--- config.mk ---
export PLATFORM = sky130hd
export DESIGN_NAME = ocsd_top
export DESIGN_NICKNAME = d
export VERILOG_FILES = /design/src/inc/ocsd_pkg.sv /design/src/design/ocsd_load_meter.sv /design/src/design/ocsd_top.sv
export VERILOG_INCLUDE_DIRS = /design/src /design/src/inc
export SDC_FILE = /design/constraint.sdc
export NUM_CORES = 1
export LEC_CHECK = 0
export ABC_AREA = 0
export BUFFER_PORTS_ARGS = -buffer_cell sky130_fd_sc_hd__buf_2
export CORE_MARGIN = 2
export CORE_UTILIZATION = 30
export CTS_BUF_LIST = sky130_fd_sc_hd__clkbuf_16
export CTS_CLUSTER_SIZE = 14
export DETAILED_ROUTE_END_ITERATION = 8
export MAX_ROUTING_LAYER = met4
export PLACE_DENSITY = 0.52
export SLEW_MARGIN = 10
export SYNTH_ARGS = -nofsm -noshare
export SYNTH_HDL_FRONTEND = slang
export SYNTH_SLANG_ARGS = --single-unit
--- constraint.sdc ---
create_clock -name pclk -period 5.7 [get_ports pclk]
set_input_delay 0.57 -clock pclk [delete_from_list [all_inputs] [get_ports pclk]]
set_output_delay 0.57 -clock pclk [all_outputs]
set_load 0.01 [all_outputs]
--- src/inc/ocsd_map.svh ---
// register offsets, field positions, reset values and fixed counts of the stall detect block
`ifndef OCSD_MAP_SVH
`define OCSD_MAP_SVH

// ************************************************************
// register byte offsets
// ************************************************************
`define OCSD_ADDR_CTRL 8'h00
`define OCSD_ADDR_CHOP 8'h04
`define OCSD_ADDR_VMIN 8'h08
`define OCSD_ADDR_VTHR 8'h0C
`define OCSD_ADDR_DCFG 8'h10
`define OCSD_ADDR_VNOW 8'h14
`define OCSD_ADDR_STAT 8'h18
`define OCSD_ADDR_LOAD 8'h1C
`define OCSD_ADDR_XPOS 8'h20

// ************************************************************
// field positions
// ************************************************************
`define OCSD_CTRL_STOP 0
`define OCSD_CTRL_VHFS 1
`define OCSD_CTRL_VHCHM 2
`define OCSD_CTRL_QUIET 3
`define OCSD_CHOP_OFFT_LO 0
`define OCSD_CHOP_BLANK_LO 4
`define OCSD_DCFG_SG_LO 16
`define OCSD_STAT_STOP 0
`define OCSD_STAT_STALL 1
`define OCSD_STAT_ACTIVE 2
`define OCSD_STAT_PEND 3

// ************************************************************
// reset values and fixed figures
// ************************************************************
`define OCSD_RST_CTRL 4'h0
`define OCSD_RST_OFFT 4'h3
`define OCSD_RST_BLANK 2'h0
`define OCSD_RST_VMIN 23'h000000
`define OCSD_RST_VTHR 23'h000000
`define OCSD_RST_DCTIME 10'h000
`define OCSD_RST_DCSG 8'h00
`define OCSD_OFFT_CAP 4'h8
`define OCSD_LOAD_MAX 9'h1FF

`endif

--- src/inc/ocsd_pkg.sv ---
// types shared by the stall detect block
package ocsd_pkg;

  // load measurement window sequencer
  typedef enum logic [0:0] {
    OCSD_MEAS_IDLE = 1'b0,
    OCSD_MEAS_RUN = 1'b1
  } ocsd_meas_type;

endpackage : ocsd_pkg

--- src/design/ocsd_load_meter.sv ---
// load measurement window: times coil settling after each step against the reference width
`timescale 1ns/1ps
`default_nettype none
`include "ocsd_map.svh"

module ocsd_load_meter (
  // clock and reset
  input wire logic pclk,
  input wire logic presetn,
  // control
  input wire logic start,
  input wire logic settled,
  input wire logic [9:0] window,
  // results
  output logic [8:0] load_value,
  output logic done,
  output logic ready
);
  import ocsd_pkg::*;

  ocsd_meas_type state_q, state_d;
  logic [9:0] cnt_q, cnt_d;
  logic [8:0] load_q, load_d;
  logic done_q, done_d;
  logic ready_q, ready_d;
  logic [9:0] margin;

  // what is left of the window when the coil settles is the load figure
  assign margin = window - cnt_q;

  always_comb begin
    state_d = state_q;
    cnt_d = cnt_q;
    load_d = load_q;
    done_d = 1'b0;
    ready_d = ready_q;
    case (state_q)
      OCSD_MEAS_IDLE: begin
        if (start) begin
          state_d = OCSD_MEAS_RUN;
          cnt_d = 10'h000;
        end
      end
      OCSD_MEAS_RUN: begin
        if (settled || cnt_q >= window) begin
          state_d = OCSD_MEAS_IDLE;
          done_d = 1'b1;
          ready_d = settled;
          // wide windows are clipped so the figure stays in its 9-bit range
          load_d = (margin > {1'b0, `OCSD_LOAD_MAX}) ? `OCSD_LOAD_MAX : margin[8:0];
        end else begin
          cnt_d = cnt_q + 10'h001;
        end
      end
      default: state_d = OCSD_MEAS_IDLE;
    endcase
  end

  always_ff @(posedge pclk or negedge presetn) begin
    if (!presetn) begin
      state_q <= OCSD_MEAS_IDLE;
      cnt_q <= 10'h000;
      load_q <= 9'h000;
      done_q <= 1'b0;
      ready_q <= 1'b1;
    end else begin
      state_q <= state_d;
      cnt_q <= cnt_d;
      load_q <= load_d;
      done_q <= done_d;
      ready_q <= ready_d;
    end
  end

  assign load_value = load_q;
  assign done = done_q;
  assign ready = ready_q;

endmodule : ocsd_load_meter
`default_nettype wire

--- src/design/ocsd_top.sv ---
// overload commutation mode: step timing, stall detection, stop on stall and apb registers
//
// The APB interface to the registers and the placing of the registers were chosen for this implementation.
`timescale 1ns/1ps
`default_nettype none
`include "ocsd_map.svh"

// ************************************************************
// How it works
// with stop on stall set, a stall forces the commanded ramp velocity to zero.
// the stop holds until software reads the ramp status register.
// the stall stop event bit shows while the stall stop is active.
// the load value stays readable, normally 0..255, at most 511.
// software sets both high velocity flags; above minimum velocity we run full steps.
// off time 2..15 accepted; 8 and above behave as 8.
// below the minimum commutation velocity the motor runs normal microsteps.
// in commutation mode stepping never falls below the minimum commutation velocity; here the minimum rate timer macc only starts once a step is pending.
// minimum velocity ranges 0..2^22; zero disables commutation mode.
// enabling the quiet voltage chopper disables commutation mode.
// the 10-bit reference pulse width sets the load measurement window.
// software keeps the reference width above blank time plus 1..100 cycles.
// the 8-bit stall sensitivity detects stalls more readily as it grows.
// software sets sensitivity slightly above reference width over 16.
// software sets the load measure threshold above minimum velocity to enable stalls.
// reported velocity is the ramp command, untouched by overload slowdown.
// host derives real velocity from two position reads over elapsed time.
// host timestamps position reads at the rising chip select edge.
// ************************************************************

module ocsd_top (
  // clock and reset
  input wire logic pclk,
  input wire logic presetn,
  // apb slave
  input wire logic psel,
  input wire logic penable,
  input wire logic pwrite,
  input wire logic [7:0] paddr,
  input wire logic [31:0] pwdata,
  output logic [31:0] prdata,
  output logic pready,
  output logic pslverr,
  // ramp generator
  input wire logic [22:0] ramp_target_velocity,
  input wire logic ramp_direction,
  output logic [22:0] ramp_velocity_cmd,
  // power stage
  input wire logic coil_settled,
  output logic step_pulse,
  output logic step_dir,
  output logic full_step_mode,
  output logic [3:0] chopper_off_time
);
  import ocsd_pkg::*;

  // ************************************************************
  // helpers
  // ************************************************************
  // one phase accumulator step; the carry out is a step due
  function automatic logic [24:0] ocsd_acc_add(input logic [23:0] acc, input logic [22:0] vel);
    ocsd_acc_add = {1'b0, acc} + {2'b00, vel};
  endfunction : ocsd_acc_add

  // ************************************************************
  // declarations
  // ************************************************************
  logic [3:0] ctrl_q, ctrl_d;
  logic [3:0] off_time_q, off_time_d;
  logic [1:0] blank_sel_q, blank_sel_d;
  logic [22:0] vmin_q, vmin_d;
  logic [22:0] vthr_q, vthr_d;
  logic [9:0] dctime_q, dctime_d;
  logic [7:0] dcsg_q, dcsg_d;
  logic [31:0] prdata_q, prdata_d;
  logic stop_q, stop_d;
  logic stall_q, stall_d;
  logic [31:0] pos_q, pos_d;
  logic [23:0] acc_q, acc_d;
  logic [23:0] macc_q, macc_d;
  logic pend_q, pend_d;
  logic step_q, step_d;
  logic dir_q, dir_d;
  logic full_q, full_d;
  logic [22:0] vcmd_q, vcmd_d;
  logic [3:0] off_eff_q, off_eff_d;
  logic settle_s1_q, settle_s2_q;

  logic setup_ph, wr_acc, rd_acc, addr_ok;
  logic [22:0] vel_src;
  logic comm_en, comm_active, stall_en;
  logic [24:0] acc_sum, macc_sum;
  logic fire;
  logic [8:0] load_value;
  logic meas_done, meas_ready;

  // ************************************************************
  // apb decode
  // ************************************************************
  // zero wait state: every access completes in its first access cycle
  assign pready = 1'b1;
  assign setup_ph = psel && !penable;
  assign wr_acc = psel && penable && pwrite;
  assign rd_acc = psel && penable && !pwrite;

  always_comb begin
    if (paddr == `OCSD_ADDR_CTRL) begin
      addr_ok = 1'b1;
    end else if (paddr == `OCSD_ADDR_CHOP) begin
      addr_ok = 1'b1;
    end else if (paddr == `OCSD_ADDR_VMIN) begin
      addr_ok = 1'b1;
    end else if (paddr == `OCSD_ADDR_VTHR) begin
      addr_ok = 1'b1;
    end else if (paddr == `OCSD_ADDR_DCFG) begin
      addr_ok = 1'b1;
    end else if (paddr == `OCSD_ADDR_VNOW) begin
      addr_ok = 1'b1;
    end else if (paddr == `OCSD_ADDR_STAT) begin
      addr_ok = 1'b1;
    end else if (paddr == `OCSD_ADDR_LOAD) begin
      addr_ok = 1'b1;
    end else if (paddr == `OCSD_ADDR_XPOS) begin
      addr_ok = 1'b1;
    end else begin
      addr_ok = 1'b0;
    end
  end

  assign pslverr = psel && penable && !addr_ok;

  // ************************************************************
  // configuration writes and read data capture
  // ************************************************************
  always_comb begin
    ctrl_d = ctrl_q;
    off_time_d = off_time_q;
    blank_sel_d = blank_sel_q;
    vmin_d = vmin_q;
    vthr_d = vthr_q;
    dctime_d = dctime_q;
    dcsg_d = dcsg_q;
    prdata_d = prdata_q;
    if (wr_acc) begin
      if (paddr == `OCSD_ADDR_CTRL) begin
        ctrl_d = pwdata[3:0];
      end else if (paddr == `OCSD_ADDR_CHOP) begin
        off_time_d = pwdata[`OCSD_CHOP_OFFT_LO +: 4];
        blank_sel_d = pwdata[`OCSD_CHOP_BLANK_LO +: 2];
      end else if (paddr == `OCSD_ADDR_VMIN) begin
        // values above 2^22 in the 23-bit field are clamped to 2^22
        vmin_d = (pwdata[22:0] > 23'h400000) ? 23'h400000 : pwdata[22:0];
      end else if (paddr == `OCSD_ADDR_VTHR) begin
        vthr_d = (pwdata[22:0] > 23'h400000) ? 23'h400000 : pwdata[22:0];
      end else if (paddr == `OCSD_ADDR_DCFG) begin
        dctime_d = pwdata[9:0];
        dcsg_d = pwdata[`OCSD_DCFG_SG_LO +: 8];
      end
    end
    // read data is sampled in the setup cycle so it is stable from a flip-flop
    if (setup_ph && !pwrite) begin
      if (paddr == `OCSD_ADDR_CTRL) begin
        prdata_d = {28'h0000000, ctrl_q};
      end else if (paddr == `OCSD_ADDR_CHOP) begin
        prdata_d = {26'h0, blank_sel_q, off_time_q};
      end else if (paddr == `OCSD_ADDR_VMIN) begin
        prdata_d = {9'h000, vmin_q};
      end else if (paddr == `OCSD_ADDR_VTHR) begin
        prdata_d = {9'h000, vthr_q};
      end else if (paddr == `OCSD_ADDR_DCFG) begin
        prdata_d = {8'h00, dcsg_q, 6'h00, dctime_q};
      end else if (paddr == `OCSD_ADDR_VNOW) begin
        prdata_d = {9'h000, vcmd_q};
      end else if (paddr == `OCSD_ADDR_STAT) begin
        prdata_d = {28'h0000000, pend_q, comm_active, stall_q, stop_q};
      end else if (paddr == `OCSD_ADDR_LOAD) begin
        prdata_d = {23'h000000, load_value};
      end else if (paddr == `OCSD_ADDR_XPOS) begin
        prdata_d = pos_q;
      end else begin
        prdata_d = 32'h00000000;
      end
    end
  end

  assign prdata = prdata_q;

  // ************************************************************
  // mode selection
  // ************************************************************
  // the ramp sees zero while the stall stop holds
  assign vel_src = stop_q ? 23'h000000 : ramp_target_velocity;
  assign comm_en = (vmin_q != 23'h000000) && !ctrl_q[`OCSD_CTRL_QUIET]
                   && ctrl_q[`OCSD_CTRL_VHFS] && ctrl_q[`OCSD_CTRL_VHCHM];
  assign comm_active = comm_en && (vcmd_q >= vmin_q) && (vcmd_q != 23'h000000);
  // stall checks only once the load threshold sits above the minimum velocity
  assign stall_en = vthr_q > vmin_q;

  // ************************************************************
  // step timing
  // ************************************************************
  assign acc_sum = ocsd_acc_add(acc_q, vcmd_q);
  assign macc_sum = ocsd_acc_add(macc_q, vmin_q);

  always_comb begin
    acc_d = acc_sum[23:0];
    macc_d = macc_q;
    pend_d = pend_q;
    fire = 1'b0;
    if (!comm_active) begin
      // plain microstepping follows the command directly
      fire = acc_sum[24];
      pend_d = 1'b0;
      macc_d = 24'h000000;
    end else begin
      if (acc_sum[24] || pend_q) begin
        // a step right behind the last one would merge into one long pulse
        if ((meas_ready || macc_sum[24]) && !step_q) begin
          fire = 1'b1;
          pend_d = 1'b0;
          macc_d = 24'h000000;
        end else begin
          // overload: hold the step, the minimum rate keeps a blocked rotor moving
          pend_d = 1'b1;
          macc_d = macc_sum[23:0];
        end
      end else begin
        macc_d = 24'h000000;
      end
    end
  end

  always_comb begin
    step_d = fire;
    dir_d = ramp_direction;
    full_d = comm_active;
    vcmd_d = vel_src;
    off_eff_d = (off_time_q > `OCSD_OFFT_CAP) ? `OCSD_OFFT_CAP : off_time_q;
    pos_d = pos_q;
    if (fire) begin
      pos_d = ramp_direction ? pos_q - 32'h00000001 : pos_q + 32'h00000001;
    end
  end

  // ************************************************************
  // stall detection and stop
  // ************************************************************
  always_comb begin
    stall_d = stall_q;
    stop_d = stop_q;
    if (meas_done && comm_active) begin
      stall_d = stall_en && (load_value < {1'b0, dcsg_q});
    end
    // a status read releases the stop only if it reported it
    if (rd_acc && paddr == `OCSD_ADDR_STAT && prdata_q[`OCSD_STAT_STOP]) begin
      stop_d = 1'b0;
    end
    // a new stall in the clearing cycle wins
    if (meas_done && comm_active && stall_en && (load_value < {1'b0, dcsg_q})
        && ctrl_q[`OCSD_CTRL_STOP]) begin
      stop_d = 1'b1;
    end
  end

  // ************************************************************
  // load measurement
  // ************************************************************
  ocsd_load_meter u_meter (
    .pclk(pclk),
    .presetn(presetn),
    .start(step_q),
    .settled(settle_s2_q),
    .window(dctime_q),
    .load_value(load_value),
    .done(meas_done),
    .ready(meas_ready)
  );

  // ************************************************************
  // registers
  // ************************************************************
  always_ff @(posedge pclk or negedge presetn) begin
    if (!presetn) begin
      settle_s1_q <= 1'b0;
      settle_s2_q <= 1'b0;
    end else begin
      settle_s1_q <= coil_settled;
      settle_s2_q <= settle_s1_q;
    end
  end

  always_ff @(posedge pclk or negedge presetn) begin
    if (!presetn) begin
      ctrl_q <= `OCSD_RST_CTRL;
      off_time_q <= `OCSD_RST_OFFT;
      blank_sel_q <= `OCSD_RST_BLANK;
      vmin_q <= `OCSD_RST_VMIN;
      vthr_q <= `OCSD_RST_VTHR;
      dctime_q <= `OCSD_RST_DCTIME;
      dcsg_q <= `OCSD_RST_DCSG;
      prdata_q <= 32'h00000000;
    end else begin
      ctrl_q <= ctrl_d;
      off_time_q <= off_time_d;
      blank_sel_q <= blank_sel_d;
      vmin_q <= vmin_d;
      vthr_q <= vthr_d;
      dctime_q <= dctime_d;
      dcsg_q <= dcsg_d;
      prdata_q <= prdata_d;
    end
  end

  always_ff @(posedge pclk or negedge presetn) begin
    if (!presetn) begin
      stop_q <= 1'b0;
      stall_q <= 1'b0;
      pos_q <= 32'h00000000;
      acc_q <= 24'h000000;
      macc_q <= 24'h000000;
      pend_q <= 1'b0;
      step_q <= 1'b0;
      dir_q <= 1'b0;
      full_q <= 1'b0;
      vcmd_q <= 23'h000000;
      off_eff_q <= `OCSD_RST_OFFT;
    end else begin
      stop_q <= stop_d;
      stall_q <= stall_d;
      pos_q <= pos_d;
      acc_q <= acc_d;
      macc_q <= macc_d;
      pend_q <= pend_d;
      step_q <= step_d;
      dir_q <= dir_d;
      full_q <= full_d;
      vcmd_q <= vcmd_d;
      off_eff_q <= off_eff_d;
    end
  end

  assign ramp_velocity_cmd = vcmd_q;
  assign step_pulse = step_q;
  assign step_dir = dir_q;
  assign full_step_mode = full_q;
  assign chopper_off_time = off_eff_q;

endmodule : ocsd_top
`default_nettype wire

==> reports/qor.yml, run 1 <==
synth_cell_types: 80
required_ps: 6150
drt_pass1_iterations: 6
wl_um: 45300
routed_via_density: 5.11
drt_iter0_markers: 784
insertion_delay_ps: 580
worstPathArrival_ps: 4590
setup_viol: 0
dp_hpwl_um: 34500
hold_path.class: "in -> async"
drc: 0
cts_buffers: 29
r2r_cells: 12
p_sw_share_pct: 25.1
start_util_pct: 30.3
seqCellArea_mm2: 0.00609
timing.critical_path.from: "ramp_velocity_cmd[0]"
violations: "negative hold slack"
tritoncts: "built"
ant_nets: 0
rsz0062_at_grt: "false"
path_buf_inv: 2
critPathKind: "reg -> reg"
use_met1_pct: 24.2
avgSynthCellArea_um2: 9.46
tightest_slew_ps: 1200
coreArea_mm2: 0.0488
relSlewSlack_pct: 19.5
busiest_layer: "met2"
drive_gt1_share_pct: 14.6
peakVddDrop_mv: 0.235
cts_max_path_buffers: 3
row_count: 81
tns_ps: 0
ys_warn_count: 0
gp_congestion: 0.907
overflow: 0
post_cts_buffers: 0
cts_resized: 0
grt_pass1_vias: 11900
p_leak_nw: 8.18
r2r_slack_ps: 1560
cts_sinks: 243
die_w_um: 226
htree_levels: 1
power_mw: 3.91
synth_area_mm2: 0.0148
grt_max_degree: 157
ys_dominant_reg_cell: "dfrtp_1"
clockPowerShare_pct: 46.7
dieArea_mm2: 0.0512
multi_input_area_mm2: 0.00824
use_met2_pct: 29.0
holdWs_ps: -8.44
wire_per_inst_um: 19.1
cp_slowest_cell: "a21o_2"
post-route-period-util_pct: 72.7
cpPeakStageDelay_ps: 680
max_cap_violations: 0
io_buffers: 124
grt_first_pass_wirelength_um: 69800
io_pins: 134
critPathMaxFanout: 50
powerDensity_mw_per_mm2: 229
fin_crit_ps: 4140
start_kind: "register"
synthArstFlopShare_pct: 100
fmax_ghz: 0.241
end_kind: "register"
path_delay_family: "compound AO/OA/AOI/OAI gates"
synth_nets: 1780
vias: 12100
path_clk_slew_ps: 60
clock_skew_ps: 17.1
reg2reg_to: "pos_q[24]"
p_seq_share_pct: 45.2
area_growth_pct: 15.5
antenna_found_initial: 5
ys_seq_area_share_pct: 41.1
fillers: 5120
cts-root-buf: "clkbuf_16"
grtUsageTotal_pct: 18.3
final_common_cell: "dfrtp_1"
final-max-slew-violation-count: 0
holdBufCountCts: 0
die_y_um: 226
synth_edf_count: 0
r2r-start: "ramp_velocity_cmd[0]"
hold_viol: 7
synth_cells: 1566
layout_common_cells: "dfrtp_1 (238), nand2_1 (192), ha_1 (140)"
combinationalPowerShare_pct: 8.1
use_met3_pct: 2.42
power.internal_mw: 2.93
path_cells: "ha_1 > inv_1 > fa_1 > nor2b_1 > o31ai_1 > a211oi_2 > nor3_2 > o31ai_2 > a31oi_2 > a21o_2 > inv_2 > mux2_2"
status: "finished, violations left"
fin_nets: 1897
synth-seq-cells: 243
p_sw_mw: 0.984
[logic make-up (layout without fill, tap and decap cells)]
family | Yosys count | in the layout | synth area share [%]
buffers and inverters | 128 | 268 | 3.38
muxes | 45 | 45 | 3.36
other | 1 | 6 | 0.0253
and+or+nand+nor | 480 | 480 | 15.5
DFF | 243 | 243 | 41.1
adders and majority gates | 144 | 144 | 12.4
AOI/OAI and AO/OA | 457 | 457 | 20.3
xor gates and xnor gates | 68 | 68 | 4.02
[synthesized netlist by cell type (21+ instances only)]
| master | n | area [um^2] |
|---|---|---|
| a21o_1 | 52 | 390 |
| a21oi_1 | 91 | 455 |
| a221oi_1 | 21 | 184 |
| clkbuf_1 | 39 | 146 |
| dfrtp_1 | 238 | 5960 |
| ha_1 | 140 | 1750 |
| inv_1 | 79 | 297 |
| mux2_2 | 38 | 428 |
| nand2_1 | 192 | 721 |
| nand3_1 | 32 | 160 |
| nor2_1 | 80 | 300 |
| nor2b_1 | 40 | 250 |
| nor3_1 | 22 | 110 |
| o21ai_0 | 138 | 691 |
| xnor2_1 | 43 | 377 |
| xor2_1 | 25 | 219 |
[stage by stage]
stage | area, um^2 | util, % | std cells | setup slack [ps]
after floorplan | 14800 | - | 1566 | 2890
after global placement | 16200 | 33.1 | 2316 | 1650
after detailed placement | 16200 | 33.1 | 2316 | 1610
after CTS | 17100 | 35.0 | 2370 | 1560
after global routing | 17100 | 35.0 | 2375 | 1230
final | 17100 | 35.0 | 2375 | 1560
[layer usage]
| metal | wire (um) | vias up |
|---|---|---|
| li1 | - | 5939 |
| met1 | 20900 | 5843 |
| met2 | 20800 | 279 |
| met3 | 2260 | 65 |
| met4 | 1340 | 0 |
| met5 | 0 | - |
[worst register-to-register path, delay by kind of cell (launching register included)]
kind,cells,cell delay (ps)
flops,1,520
buf+inv,2,410
fa+ha+maj,2,480
mux,1,350
simple gates,2,360
compound gates,5,1900
[sequential cells by signal (all words and copies together) (netlist names), 2 cells and up]
signal / flops
vmin_q: 23
pos_q: 32
off_time_q: 4
chopper_off_time: 4
ctrl_q: 4
acc_q: 24
ramp_velocity_cmd: 23
u_meter.load_value: 9
vthr_q: 23
dctime_q: 10
prdata: 32
macc_q: 24
u_meter.cnt_q: 10
dcsg_q: 8
blank_sel_q: 2
[area by class of cell]
| class | instances | share of cell area (%) |
|---|---|---|
| inverter | 80 | 1.75 |
| tap | 664 | 4.85 |
| clock inverter | 25 | 1.18 |
| timing repair buffer | 134 | 4.20 |
| clock buffer | 29 | 4.24 |
| sequential | 243 | 35.6 |
| antenna | 5 | 0.0731 |
| multi-input combinational | 1195 | 48.1 |
[power by group through the flow]
stage / Sequential, mW / Clock [mW] / Combinational [mW]
after floorplan: 1.80 / 0 / 0.180
after global placement: 1.80 / 0 / 0.315
after detailed placement: 1.80 / 0 / 0.320
after CTS: 1.77 / 1.88 / 0.321
after global routing: 1.77 / 1.95 / 0.357
final: 1.77 / 1.83 / 0.316
[worst max-delay path by stage]
stage                endpoint  slack, ps  cells past startpoint
finish              pos_q[24]       1560                     12
global route        pos_q[27]       1230                     12
CTS                 pos_q[24]       1560                     12
global placement    pos_q[29]       1650                     12
floorplan           pos_q[11]       2890                     12
detailed placement  pos_q[11]       1610                     12
Note: power is estimated with default switching activity, not from simulation.
==> inputs of run 2 (changes only) <==
--- a/config.mk
+++ b/config.mk
@@ -6,7 +6,7 @@
 export SDC_FILE = /design/constraint.sdc
 export NUM_CORES = 1
 export LEC_CHECK = 0
-export ABC_AREA = 0
+export ABC_AREA = 1
 export BUFFER_PORTS_ARGS = -buffer_cell sky130_fd_sc_hd__buf_2
 export CORE_MARGIN = 2
 export CORE_UTILIZATION = 30
@@ -14,7 +14,7 @@
 export CTS_CLUSTER_SIZE = 14
 export DETAILED_ROUTE_END_ITERATION = 8
 export MAX_ROUTING_LAYER = met4
-export PLACE_DENSITY = 0.52
+export PLACE_DENSITY = 0.53
 export SLEW_MARGIN = 10
 export SYNTH_ARGS = -nofsm -noshare
 export SYNTH_HDL_FRONTEND = slang
==> constraint.sdc (replaced) <==
create_clock -name pclk -period 3.4 [get_ports pclk]
set_input_delay 0.34 -clock pclk [delete_from_list [all_inputs] [get_ports pclk]]
set_output_delay 0.34 -clock pclk [all_outputs]
set_load 0.01 [all_outputs]
==> run 2 against run 1 <==
The run now ends clean. Flip-flop and latch count did not move. Sequential power rose by 69%. Synthesized cell count rose by 35%. Sequential share of layout area fell by 3.4 points. Clock-buffer cell count rose by 1. Setup slack got worse by 1000 ps. Critical path depth rose by 2. Critical endpoint is now macc_q[12].
==> reports/qor.yml, run 2 <==
status: "complete, no violations"
wl_um: 52000  # +15%
die_w_um: 236  # +4.3%
fin_nets: 2496  # +32%
worstPathArrival_ps: 3400  # -1190 ps
r2r_cells: 14  # +2
synth_top_area_cell: "dfrtp_1"
holdBufCountCts: 25  # +25
hold_viol: 0  # -7
drive_gt1_share_pct: 12.0  # -2.6 points
required_ps: 3920  # -2230 ps
start_kind: "register"
synth_edf_count: 0  # unchanged
synth_top_area_share_pct: 36.8  # -3.3 points
cpMostUsedCell: "nand2_1"
cpPeakStageDelay_ps: 440  # -240 ps
synthTopCellsByArea: "dfrtp_1 (37%), nand2_1 (12%), ha_1 (11%)"
post-route-period-util_pct: 84.8  # +12 points
grt_pass1_vias: 14000  # +18%
routed_via_density: 4.90  # -4.1%
clockPowerShare_pct: 46.2  # -0.5 points
combinationalPowerShare_pct: 11.2  # +3.1 points
area_growth_pct: 17.1
row_count: 85  # +4.9%
path_buf_inv: 1  # -1
start_util_pct: 30.2  # -0.13 points
die_y_um: 236  # +4.3%
fin_crit_ps: 2880  # -1260 ps
io_pins: 134  # unchanged
avgSynthCellArea_um2: 7.64  # -19%
path_cells: "ha_1 > fa_1 > nand3_1 > nand2_1 > nand2_1 > nand2_1 > nand2_1 > nand2_2 > nand2_2 > a21oi_4 > nor2_4 > nand2_2 > buf_4 > nor2_1"
synth-seq-cells: 243  # unchanged
p_seq_share_pct: 42.7  # -2.5 points
hold_depth: 1
grtUsageTotal_pct: 19.0  # +0.70 points
grt_max_degree: 102  # -35%
insertion_delay_ps: 600  # +20 ps
instances_no_fill: 3001  # +26%
path_clk_slew_ps: 60  # about the same
dp_hpwl_um: 41000  # +19%
p_sw_share_pct: 26.9  # +1.8 points
fillers: 5640  # +10%
p_leak_nw: 9.44  # +15%
place_inst: 2921  # +26%
critPathKind: "reg -> reg"
synth_top_cells_by_count: "nand2_1 (520), inv_1 (240), dfrtp_1 (238), o21ai_0 (199), nor2_1 (189)"
synthArstFlopShare_pct: 100  # unchanged
critPathMaxFanout: 14  # -72%
seqCellArea_mm2: 0.00609  # unchanged
tns_ps: 0  # unchanged
cts_max_path_buffers: 3  # unchanged
setup_viol: 0  # unchanged
synth.most_common_cell: "nand2_1"
drt_pass1_iterations: 8  # +2
fmax_ghz: 0.347  # +44%
ys_seq_area_share_pct: 37.7  # -3.4 points
cp_slowest_cell: "dfrtp_1"
path_delay_family: "simple AND/OR/NAND/NOR gates"
drc: 0  # unchanged
overflow: 0  # unchanged
synth_cell_types: 58  # -28%
cts_sinks: 243  # unchanged
antenna_found_initial: 0  # -5
gp_congestion: 0.908  # +0.11%
placed_area_mm2: 0.0177  # +9.3%
wire_per_inst_um: 17.3  # -9.1%
hold_path.class: "in -> reg"
vias: 14700  # +21%
relSlewSlack_pct: 39.5  # +20 points
ys_warn_count: 0  # unchanged
grt_first_pass_wirelength_um: 81000  # +16%
cts_resized: 0  # unchanged
multi_input_area_mm2: 0.00890  # +8.0%
synth_nets: 2329  # +31%
diodes: 0  # -5
power_mw: 7.03  # +80%
tightest_slew_ps: 908  # -296 ps
post_cts_buffers: 0  # unchanged
io_buffers: 124  # unchanged
htree_levels: 1  # unchanged
rsz0062_at_grt: "false"
synth_area_mm2: 0.0162  # +9.0%
layout_common_cells: "nand2_1 (520), inv_1 (245), dfrtp_1 (238)"
tritoncts: "built"
cts_buffers: 30  # +3.4%
final-max-slew-violation-count: 0  # unchanged
max_cap_violations: 0  # unchanged
power.internal_mw: 5.13  # +75%
coreArea_mm2: 0.0535  # +9.5%
synth_cells: 2115  # +35%
cp.depth: 14  # +2
post-route-cell-area_mm2: 0.0189  # +11%
end_kind: "register"
dieArea_mm2: 0.0558  # +8.9%
clock_skew_ps: 15.1  # -1.98 ps
drt_iter0_markers: 1046  # +33%
ys_dominant_reg_cell: "dfrtp_1"
peakVddDrop_mv: 0.374  # +60%
cts-root-buf: "clkbuf_16"
final_common_cell: "nand2_1"
ant_nets: 0  # unchanged
p_sw_mw: 1.89  # +92%
powerDensity_mw_per_mm2: 371  # +62%
run 2: cell count changes in the layout (fill, tap and decap cells not counted), moves of 47 or more:
| cell | previous run | this run |
|---|---|---|
| inv_1 | 83 | 245 |
| a21o_1 | 52 | 5 |
| nand2_1 | 192 | 520 |
| a21oi_1 | 91 | 148 |
| nor2_1 | 80 | 189 |
| o21ai_0 | 138 | 199 |
run 2: layer usage:
layer  wire [um]  GRT usage (%)
met1       24800           25.7
met2       23500           29.8
met3        2560           2.40
met4        1180           5.02
met5           0              -
run 2: through the flow:
stage	util, %	hold slack (ps)	setup slack [ps]
2_1_floorplan	-	44.4	1140
3_3_place_gp	33.1	333	556
3_5_place_dp	33.1	344	529
4_1_cts	35.4	15.9	505
5_1_grt	35.4	43.4	373
6_report	35.4	41.7	517
run 2: power groups by stage:
stage	clock, mW	sequential, mW	combinational [mW]
6_report	3.24	3.00	0.785
5_1_grt	3.44	3.00	0.886
4_1_cts	3.33	3.00	0.787
3_5_place_dp	0	3.05	0.761
3_3_place_gp	0	3.05	0.757
2_1_floorplan	0	3.04	0.461
run 2: final timing paths:
kind / startpoint / to / slack, ps
min in group asynchronous: presetn / macc_q[17] / 330
setup / recovery: vmin_q[0] / macc_q[12] / 520
max in group asynchronous: presetn / off_time_q[0] / 2080
setup reg to reg: vmin_q[0] / macc_q[12] / 520
hold reg to reg: settle_s1_q / settle_s2_q / 350
hold / removal: ramp_direction / step_dir / 40
run 2: cell type report:
cell class,count,area share (%)
Clock buffer,30,3.97
Multi-Input combinational cell,1581,47.0
Timing Repair Buffer,180,6.08
Sequential cell,243,32.2
Clock inverter,25,1.28
Tap cell,696,4.60
Inverter,246,4.88
run 2: kinds of logic after synthesis:
group / share of synthesized area [%]
XOR/XNOR: 4.50
multiplexers: 0.209
flip-flops: 37.7
buffers and inverters: 7.28
adder cells (fa/ha/maj): 11.3
AO/OA/AOI/OAI: 15.0
other: 0.0232
AND/OR/NAND/NOR: 24.0
